### src/cacc_pkg.sv
// package: register map, field positions and modes of the counter array
package cacc_pkg;
    // register byte offsets
    localparam logic [7:0] ADDR_CTRL   = 8'h00; // array_ctrl_flags
    localparam logic [7:0] ADDR_SRC    = 8'h04; // array_source_reg
    localparam logic [7:0] ADDR_CNT    = 8'h08; // counter high and low bytes
    localparam logic [7:0] ADDR_IRQST  = 8'h0C; // sticky interrupt status
    localparam logic [7:0] ADDR_IRQMSK = 8'h10; // interrupt mask
    localparam logic [7:0] ADDR_MODE0  = 8'h20; // module_mode_reg, step 8
    localparam logic [7:0] ADDR_CAP0   = 8'h24; // module capture regs, step 8
    localparam logic [7:0] MOD_STRIDE  = 8'h08; // spacing between modules
    // control/flag fields
    localparam int CTRL_OVF_BIT  = 7; // counter_overflow_flag
    localparam int CTRL_RUN_BIT  = 6; // count_run_enable
    // source register fields
    localparam int SRC_OVF_IE_BIT = 0; // overflow_irq_enable
    localparam int SRC_SEL_LO_BIT = 1; // count_source_sel_lo
    localparam int SRC_SEL_HI_BIT = 2; // count_source_sel_hi
    // module mode fields
    localparam int MODE_IRQ_BIT  = 0; // module_irq_enable
    localparam int MODE_PWM_BIT  = 1; // pwm enable
    localparam int MODE_FLIP_BIT = 2; // output_flip_on_hit
    localparam int MODE_HIT_BIT  = 3; // compare_hit_flag_enable
    localparam int MODE_FALL_BIT = 4; // falling_capture_enable
    localparam int MODE_RISE_BIT = 5; // rising_capture_enable
    localparam int MODE_CMP_BIT  = 6; // comparator_enable
    // reset values
    localparam logic [7:0]  RST_BYTE  = 8'h00;
    localparam logic [15:0] RST_WORD  = 16'h0000;
    // prescale divisors of the oscillator
    localparam logic [3:0] DIV12_LAST = 4'h0B;
    localparam logic [3:0] DIV4_LAST  = 4'h3;
    // count source encodings
    typedef enum logic [1:0] {
        CACC_SRC_DIV12 = 2'b00,
        CACC_SRC_DIV4  = 2'b01,
        CACC_SRC_TMR0  = 2'b10,
        CACC_SRC_EXT   = 2'b11
    } cacc_src_t;
endpackage

### src/cacc_module.sv
// one capture/compare module of the counter array
`timescale 1ns/1ns
module cacc_module (
    input  wire logic        hclk,
    input  wire logic        hresetn,
    input  wire logic        ce,
    input  wire logic [6:0]  mode,      // module mode bits
    input  wire logic [15:0] count,     // shared counter value
    input  wire logic        tick,      // counter advances this cycle
    input  wire logic        pin_in,    // module pin, asynchronous input
    input  wire logic        wr_lo,     // software write of low byte
    input  wire logic        wr_hi,     // software write of high byte
    input  wire logic [15:0] wdata,     // low byte 7:0, high byte 15:8
    output logic      [7:0]  reg_lo,
    output logic      [7:0]  reg_hi,
    output logic             pin_out,
    output logic             event_p    // one-cycle event pulse
);
    // all module state
    typedef struct packed {
        logic       s1;      // synchroniser first stage
        logic       s2;      // synchroniser second stage
        logic       prev;    // previous sampled level
        logic [7:0] lo;
        logic [7:0] hi;
        logic       out;
        logic       ev;
    } cacc_mod_st_t;
    cacc_mod_st_t st_reg, st_next;
    logic rise, fall, hit, pwm;

    // edge detect, compare, pwm and capture
    always_comb begin
        st_next = st_reg;
        st_next.ev = 1'b0;
        st_next.s1 = pin_in;
        st_next.s2 = st_reg.s1;
        st_next.prev = st_reg.s2;
        rise = st_reg.s2 & ~st_reg.prev;
        fall = ~st_reg.s2 & st_reg.prev;
        pwm = mode[cacc_pkg::MODE_PWM_BIT] & mode[cacc_pkg::MODE_CMP_BIT];
        hit = mode[cacc_pkg::MODE_CMP_BIT] & ~pwm
            & (count == {st_reg.hi, st_reg.lo});
        if (wr_lo) begin
            st_next.lo = wdata[7:0];
        end
        if (wr_hi) begin
            st_next.hi = wdata[15:8];
        end
        // capture on selected edge
        if ((rise & mode[cacc_pkg::MODE_RISE_BIT])
            | (fall & mode[cacc_pkg::MODE_FALL_BIT])) begin
            st_next.lo = count[7:0];
            st_next.hi = count[15:8];
            st_next.ev = 1'b1;
        end
        // compare hit, once per count
        if (hit & tick & mode[cacc_pkg::MODE_HIT_BIT]) begin
            st_next.ev = 1'b1;
            if (mode[cacc_pkg::MODE_FLIP_BIT]) begin
                st_next.out = ~st_reg.out;
            end
        end
        if (pwm) begin
            st_next.out = (count[7:0] >= st_reg.lo);
            if (tick & (count[7:0] == 8'hFF)) begin
                st_next.lo = st_reg.hi;
            end
        end
    end

    // state register
    always_ff @(posedge hclk or negedge hresetn) begin
        if (!hresetn) begin
            st_reg <= '0;
        end else if (ce) begin
            st_reg <= st_next;
        end
    end

    assign reg_lo  = st_reg.lo;
    assign reg_hi  = st_reg.hi;
    assign pin_out = st_reg.out;
    assign event_p = st_reg.ev;
endmodule

### src/cacc_top.sv
// counter array top: shared counter, five modules, AHB-Lite registers
//
// The implementer's own choices: the AHB-Lite register port and the register addresses.
`timescale 1ns/1ns
// Behaviour
// - capture on enabled rising/falling pin edges
// - capture copies counter, sets module flag
// - module irq needs flag and enable
// - compare match sets module flag
// - match toggles output when flip and hit flag enabled
// - pwm low below compare, else high
// - pwm reload low from high at wrap
// - all modules use one shared counter
// - per-module and shared interrupt sources
// - counter runs only while run enabled
// - overflow sets flag, only software clears
// - two select bits choose count source
// - module flags stay until software clears
module cacc_top #(
    parameter int NMOD = 5
) (
    input  wire logic              hclk,
    input  wire logic              hresetn,
    input  wire logic              ce,
    input  wire logic              hsel,
    input  wire logic [31:0]       haddr,
    input  wire logic [1:0]        htrans,
    input  wire logic              hwrite,
    input  wire logic [2:0]        hsize,
    input  wire logic [31:0]       hwdata,
    input  wire logic              hready,
    output logic      [31:0]       hrdata,
    output logic                   hreadyout,
    output logic                   hresp,
    input  wire logic              timer0_ovf,   // timer-0 overflow pulse
    input  wire logic              ext_count_in, // external_count_input
    input  wire logic [NMOD-1:0]   module_io_pin_in,
    output logic      [NMOD-1:0]   module_io_pin_out,
    output logic      [NMOD-1:0]   module_io_pin_oe_n,
    output logic      [NMOD-1:0]   module_irq,   // per-module sources
    output logic                   array_irq,    // shared source
    output logic                   irq           // masked status level
);
    // all top-level state
    typedef struct packed {
        logic            wr_pend;  // write data phase pending
        logic [7:0]      waddr;    // latched write address
        logic [31:0]     rdata;
        logic            run;      // count_run_enable
        logic            ovf;      // counter_overflow_flag
        logic [2:0]      src;      // source sel and overflow irq enable
        logic [15:0]     cnt;      // shared counter
        logic [3:0]      pre;      // oscillator prescaler
        logic            e1;       // external input synchroniser
        logic            e2;
        logic            e3;
        logic [NMOD-1:0] flags;    // module_event_flag
        logic [NMOD*7-1:0] modes;  // module_mode_reg
        logic [5:0]      ist;      // sticky status: modules, overflow
        logic [5:0]      imsk;
        logic [3:0]      gap;      // cycles since a divide-by-12 tick
        logic            gap_ok;   // gap counts from a real tick
    } cacc_st_t;
    cacc_st_t st_reg, st_next;

    logic [NMOD-1:0] ev, wr_lo, wr_hi;
    logic [7:0]      mlo [NMOD];
    logic [7:0]      mhi [NMOD];
    logic            tick, wrap, wen;
    logic [5:0]      events;
    cacc_pkg::cacc_src_t src_sel;

    assign src_sel = cacc_pkg::cacc_src_t'(st_reg.src[2:1]);
    assign wen = st_reg.wr_pend;

    // count source selection and qualified increment
    always_comb begin
        case (src_sel)
            cacc_pkg::CACC_SRC_DIV12:
                tick = (st_reg.pre == cacc_pkg::DIV12_LAST);
            cacc_pkg::CACC_SRC_DIV4:
                tick = (st_reg.pre == cacc_pkg::DIV4_LAST);
            cacc_pkg::CACC_SRC_TMR0:  tick = timer0_ovf;
            cacc_pkg::CACC_SRC_EXT:   tick = st_reg.e2 & ~st_reg.e3;
            default:                  tick = 1'b0;
        endcase
        tick = tick & st_reg.run;
        wrap = tick & (st_reg.cnt == 16'hFFFF);
    end

    // per-module write strobes and instances
    genvar g;
    generate
        for (g = 0; g < NMOD; g++) begin : g_mod
            localparam logic [7:0] MBASE = 8'(g * 8);
            assign wr_lo[g] = wen &
                (st_reg.waddr == cacc_pkg::ADDR_CAP0 + MBASE);
            assign wr_hi[g] = wr_lo[g];
            cacc_module u_mod (
                .hclk    (hclk),
                .hresetn (hresetn),
                .ce      (ce),
                .mode    (st_reg.modes[g*7 +: 7]),
                .count   (st_reg.cnt),
                .tick    (tick),
                .pin_in  (module_io_pin_in[g]),
                .wr_lo   (wr_lo[g]),
                .wr_hi   (wr_hi[g]),
                .wdata   (hwdata[15:0]),
                .reg_lo  (mlo[g]),
                .reg_hi  (mhi[g]),
                .pin_out (module_io_pin_out[g]),
                .event_p (ev[g])
            );
        end
    endgenerate

    assign events = {wrap, ev};

    // read data comes straight from its register
    always_comb begin
        hrdata = st_reg.rdata;
    end

    // next-state: bus, counter, flags, status
    always_comb begin
        logic [31:0] rd;
        logic [7:0]  a;
        rd = 32'h0000_0000;
        a = haddr[7:0];
        st_next = st_reg;
        st_next.wr_pend = 1'b0;
        // prescaler runs on every cycle, whether or not counting is enabled
        if (st_reg.pre == cacc_pkg::DIV12_LAST ||
            (src_sel == cacc_pkg::CACC_SRC_DIV4 &&
             st_reg.pre == cacc_pkg::DIV4_LAST)) begin
            st_next.pre = 4'h0;
        end else begin
            st_next.pre = st_reg.pre + 4'h1;
        end
        // external input synchroniser and edge history
        st_next.e1 = ext_count_in;
        st_next.e2 = st_reg.e1;
        st_next.e3 = st_reg.e2;
        // cycles since the last divide-by-twelve tick, for the checker
        if (src_sel != cacc_pkg::CACC_SRC_DIV12 || !st_reg.run) begin
            st_next.gap    = 4'h0;
            st_next.gap_ok = 1'b0;
        end else if (tick) begin
            st_next.gap    = 4'h0;
            st_next.gap_ok = 1'b1;
        end else begin
            st_next.gap = st_reg.gap + 4'h1;
        end
        if (tick) begin
            st_next.cnt = st_reg.cnt + 16'h0001;
        end
        // software writes in data phase
        if (wen) begin
            case (st_reg.waddr)
                cacc_pkg::ADDR_CTRL: begin
                    st_next.run = hwdata[cacc_pkg::CTRL_RUN_BIT];
                    st_next.ovf = st_reg.ovf &
                        hwdata[cacc_pkg::CTRL_OVF_BIT];
                    st_next.flags = st_reg.flags & hwdata[NMOD-1:0];
                end
                cacc_pkg::ADDR_SRC:    st_next.src = hwdata[2:0];
                cacc_pkg::ADDR_CNT:    st_next.cnt = hwdata[15:0];
                cacc_pkg::ADDR_IRQST:  st_next.ist = st_reg.ist & ~hwdata[5:0];
                cacc_pkg::ADDR_IRQMSK: st_next.imsk = hwdata[5:0];
                default: begin
                    for (int i = 0; i < NMOD; i++) begin
                        if (st_reg.waddr ==
                            cacc_pkg::ADDR_MODE0 + 8'(i * 8)) begin
                            st_next.modes[i*7 +: 7] = hwdata[6:0];
                        end
                    end
                end
            endcase
        end
        // hardware sets win over software clears
        st_next.flags = st_next.flags | ev;
        if (wrap) begin
            st_next.ovf = 1'b1;
        end
        st_next.ist = st_next.ist | events;
        // address phase: latch writes, prepare read data
        if (hsel & hready & htrans[1]) begin
            st_next.wr_pend = hwrite;
            st_next.waddr = a;
            case (a)
                cacc_pkg::ADDR_CTRL:
                    rd = {24'h00_0000, st_reg.ovf, st_reg.run, 1'b0,
                          5'(st_reg.flags)};
                cacc_pkg::ADDR_SRC:    rd = {29'h0, st_reg.src};
                cacc_pkg::ADDR_CNT:    rd = {16'h0000, st_reg.cnt};
                cacc_pkg::ADDR_IRQST:  rd = {26'h0, st_reg.ist};
                cacc_pkg::ADDR_IRQMSK: rd = {26'h0, st_reg.imsk};
                default: begin
                    for (int i = 0; i < NMOD; i++) begin
                        if (a == cacc_pkg::ADDR_MODE0 + 8'(i * 8)) begin
                            rd = {25'h0, st_reg.modes[i*7 +: 7]};
                        end
                        if (a == cacc_pkg::ADDR_CAP0 + 8'(i * 8)) begin
                            rd = {16'h0000, mhi[i], mlo[i]};
                        end
                    end
                end
            endcase
            st_next.rdata = rd;
        end
    end

    // state register
    always_ff @(posedge hclk or negedge hresetn) begin
        if (!hresetn) begin
            st_reg <= '0;
        end else if (ce) begin
            st_reg <= st_next;
        end
    end

    // interrupt outputs
    always_comb begin
        for (int i = 0; i < NMOD; i++) begin
            module_irq[i] = st_reg.flags[i]
                & st_reg.modes[i*7 + cacc_pkg::MODE_IRQ_BIT];
        end
        array_irq = (|module_irq) |
            (st_reg.ovf & st_reg.src[cacc_pkg::SRC_OVF_IE_BIT]);
        irq = |(st_reg.ist & st_reg.imsk);
    end

    assign hreadyout = 1'b1;
    assign hresp = 1'b0;
    assign module_io_pin_oe_n = {NMOD{1'b0}};
endmodule
### config.mk
export PLATFORM = sky130hd
export DESIGN_NAME = cacc_top
export DESIGN_NICKNAME = d
export VERILOG_FILES = /design/src/cacc_pkg.sv /design/src/cacc_module.sv /design/src/cacc_top.sv
export SDC_FILE = /design/constraint.sdc
export NUM_CORES = 1
export LEC_CHECK = 0
export BUFFER_PORTS_ARGS = -buffer_cell sky130_fd_sc_hd__buf_4
export CORE_MARGIN = 5
export CORE_UTILIZATION = 55
export CTS_CLUSTER_SIZE = 28
export DETAILED_ROUTE_END_ITERATION = 7
export PLACE_DENSITY_LB_ADDON = 0.15
export SETUP_SLACK_MARGIN = 0.02
export SYNTH_ARGS = -nofsm -noshare
export SYNTH_HDL_FRONTEND = slang
export SYNTH_SLANG_ARGS = --single-unit
### constraint.sdc
create_clock -name hclk -period 3.7 [get_ports hclk]
set_input_delay 1.11 -clock hclk [delete_from_list [all_inputs] [get_ports hclk]]
set_output_delay 1.11 -clock hclk [all_outputs]
set_load 0.01 [all_outputs]
==> metrics.cfg <==
[status]
status=finished, final reports clean

[synthesis]
yosysSeqAreaShare=0.377
netlist_top_cells_area=dfrtp_1 (38%), mux2_2 (8.9%), ha_1 (3.8%), nand2_1 (3.8%), mux2i_1 (3.7%)
yosysUniqueCellTypes=79
synthesis.area_sq_um=14000
netlist.area_leader.share=0.377
synth_warnings=0
async_reset_ff_frac=1.00
synth_edf_count=0
ys_top_cells_by_count=dfrtp_1 (210), nand2_1 (140), mux2_2 (110), nor2_1 (87), clkbuf_1 (81)
synthCells=1503
avgSynthCellArea_sq_um=9.28
synth_top_cell_by_area=dfrtp_1
yosys.cell_count.top_type=dfrtp_1
ys.flop_type=dfrtp_1
ys_seq_elements=210

[place]
place_congestion=1.01
dp_cells=1813
hpwl_um=35700
placed_cell_area_sq_um=14600
place.port_buffers=65

[cells_and_area]
largest_reg_flops=84
final_util=0.616
final_cell_area_sq_um=15500
final_layout_size_suffix_gt1_frac=0.191
finalNonFillerCells=1859
syn_to_final_growth_pct=10.8
diodes=0
fill_cells=2197
fin_nets=1634

[routing]
drc=0
drtIter0Drc=1638
vias=12600
wirelength_um=51000
vias_per_cell=6.80
dr.pass1.iters=5
ant_nets=0
wire_per_inst_um=27.4

[setup_path]
worstPathArrival_ps=2040
crit_slowest_cell=or4_1
required_ps=2590
cp-end-kind=primary output
cp_slowest_stage_delay_ps=470
ff2ff_setup_slack_ps=860
worst_r2r_endpoint=g_mod[4].u_mod.pin_out$_DFFE_PN0P_
r2r_start=st_reg[64]$_DFFE_PN0P_
start_kind=flop
cp_cell_sequence=and2_1 > or2_2 > or4_1 > buf_4
cp_max_fo=3
path_class=flop to primary output
r2r_cells=7

[timing]
fmax_ghz=0.317
maxSlewHeadroom=0.162
tightest_slew_ps=1250
fin_crit_ps=3150
final-hold-violation-count=0
min_period_over_period=0.852
rsz0062_at_grt=false
finalSetupViolCount=0
maxSlewViolCount=0
fin_skew_ps=14.2
tns_ps=0

[global_routing]
grt_pass1_vias=11800
grt_pass1_wl_um=75900
grt.overflow.total=0
antenna_found_initial=0
grt_max_degree=87
track_usage=0.348

[die]
die_y_um=169
ios=133
core_sq_um=25100
start_util=0.556
row_count=58
die_area_sq_um=28700
die_w_um=169

[worst_hold_path]
holdPathEnd=st_reg[57]$_DFFE_PN0P_
min-delay-start=st_reg[57]$_DFFE_PN0P_
min_path_type=flop to flop
hold_depth=1

[power_and_ir_drop]
comb_power_share=0.181
leakagePower_uw=0.00684
seqPwrFrac=0.427
power_switching_uw=2140
power_uw=6960
intPower_uw=4820
vdd_drop_max_mv=0.386
powerDensity_nw_per_um2=450
switching_share=0.307
clockPowerShare=0.392

[cts]
cts_tree=done
cts_root_buf=clkbuf_16
ctsResizeCount=0
clk-insertion-delay-late_ps=540
post_cts_buffers=0
clkTransAtPathRegs_ps=60
ctsHoldBuffers=0
cts_buffer_depth=3
h-tree-depth=1
cts_buffers=25
clock_sinks=210

[job]
drv_cap=0

==> placed cells by master (no fill, tap or decap), types with 6 or more instances in the layout <==
master,instances
xor2_1,42
nand4_1,23
a22o_1,7
mux2i_1,52
a2111oi_0,6
a211oi_1,10
and2_1,15
clkbuf_16,25
and3b_1,8
nand3_1,60
a22oi_1,36
conb_1,23
nor4_1,21
and3_1,8
nor2_1,87
o2111ai_1,12
a21oi_1,27
o21ai_1,7
o22ai_1,17
dfrtp_1,210
nor4b_1,6
o22a_1,6
o211ai_1,49
nor3_1,24
nand2_1,140
or2_2,6
inv_1,51
nand2b_1,29
buf_4,109
ha_1,42
o21ai_0,72
a21o_1,17
a31oi_1,52
mux2_2,110
==> cell type report <==
| type | count | area, sq um | share of cell area |
|---|---|---|---|
| clock buffer | 34 | 709 | 0.0459 |
| clock inverter | 12 | 191 | 0.0124 |
| inverter | 52 | 195 | 0.0126 |
| multi-input combinational | 1109 | 7820 | 0.506 |
| sequential | 210 | 5260 | 0.340 |
| tap | 330 | 413 | 0.0267 |
| timing repair buffer | 112 | 873 | 0.0565 |
==> power by group through the flow <==
stage	combinational (uW)	sequential, uW	clock [uW]
after floorplan	943	2780	0
after global placement	1200	2970	0
after detailed placement	1240	2990	0
after CTS	1250	2950	2740
after global routing	1400	2990	2850
final	1260	2970	2720
==> critical path: cells and delay by family (launching register included) <==
kind	cells	cell delay, ps
DFF	1	390
buffers and inverters	1	160
and+or+nand+nor	3	950
==> layer usage <==
layer | track usage | share of wire | routed length [um] | vias to the layer above
li1 | - | - | - | 5493
met1 | 0.500 | 0.40 | 20200 | 6102
met2 | 0.507 | 0.42 | 21500 | 861
met3 | 0.0699 | 0.12 | 6220 | 176
met4 | 0.168 | 0.061 | 3130 | 0
met5 | 0 | 0 | 0 | -
==> kinds of logic after synthesis <==
group	count (synthesis)	synth area share
AO/OA/AOI/OAI	358	0.175
XOR/XNOR	44	0.0276
adder cells (fa/ha/maj)	42	0.0377
buffers and inverters	205	0.0700
flip-flops	210	0.377
multiplexers	171	0.138
other	2	0.000538
AND/OR/NAND/NOR	471	0.175
==> per-stage QoR <==
| step | hold WS (ps) | setup slack (ps) |
|---|---|---|
| floorplan | 451 | 925 |
| global route | 522 | 505 |
| global placement | 471 | 645 |
| CTS | 496 | 540 |
| detailed placement | 482 | 682 |
| finish | 500 | 548 |
==> worst max path at each step <==
stage	startpoint	endpoint	slack (ps)	cells past startpoint
floorplan	haddr[6]	hrdata[6]$_DFFE_PN0P_	930	6
global placement	haddr[2]	hrdata[6]$_DFFE_PN0P_	640	7
detailed placement	haddr[2]	hrdata[6]$_DFFE_PN0P_	680	7
CTS	st_reg[38]$_DFFE_PN0P_	array_irq	540	4
global route	st_reg[31]$_DFFE_PN0P_	array_irq	500	4
finish	st_reg[38]$_DFFE_PN0P_	array_irq	550	4
(Power assumes the default switching activity.)
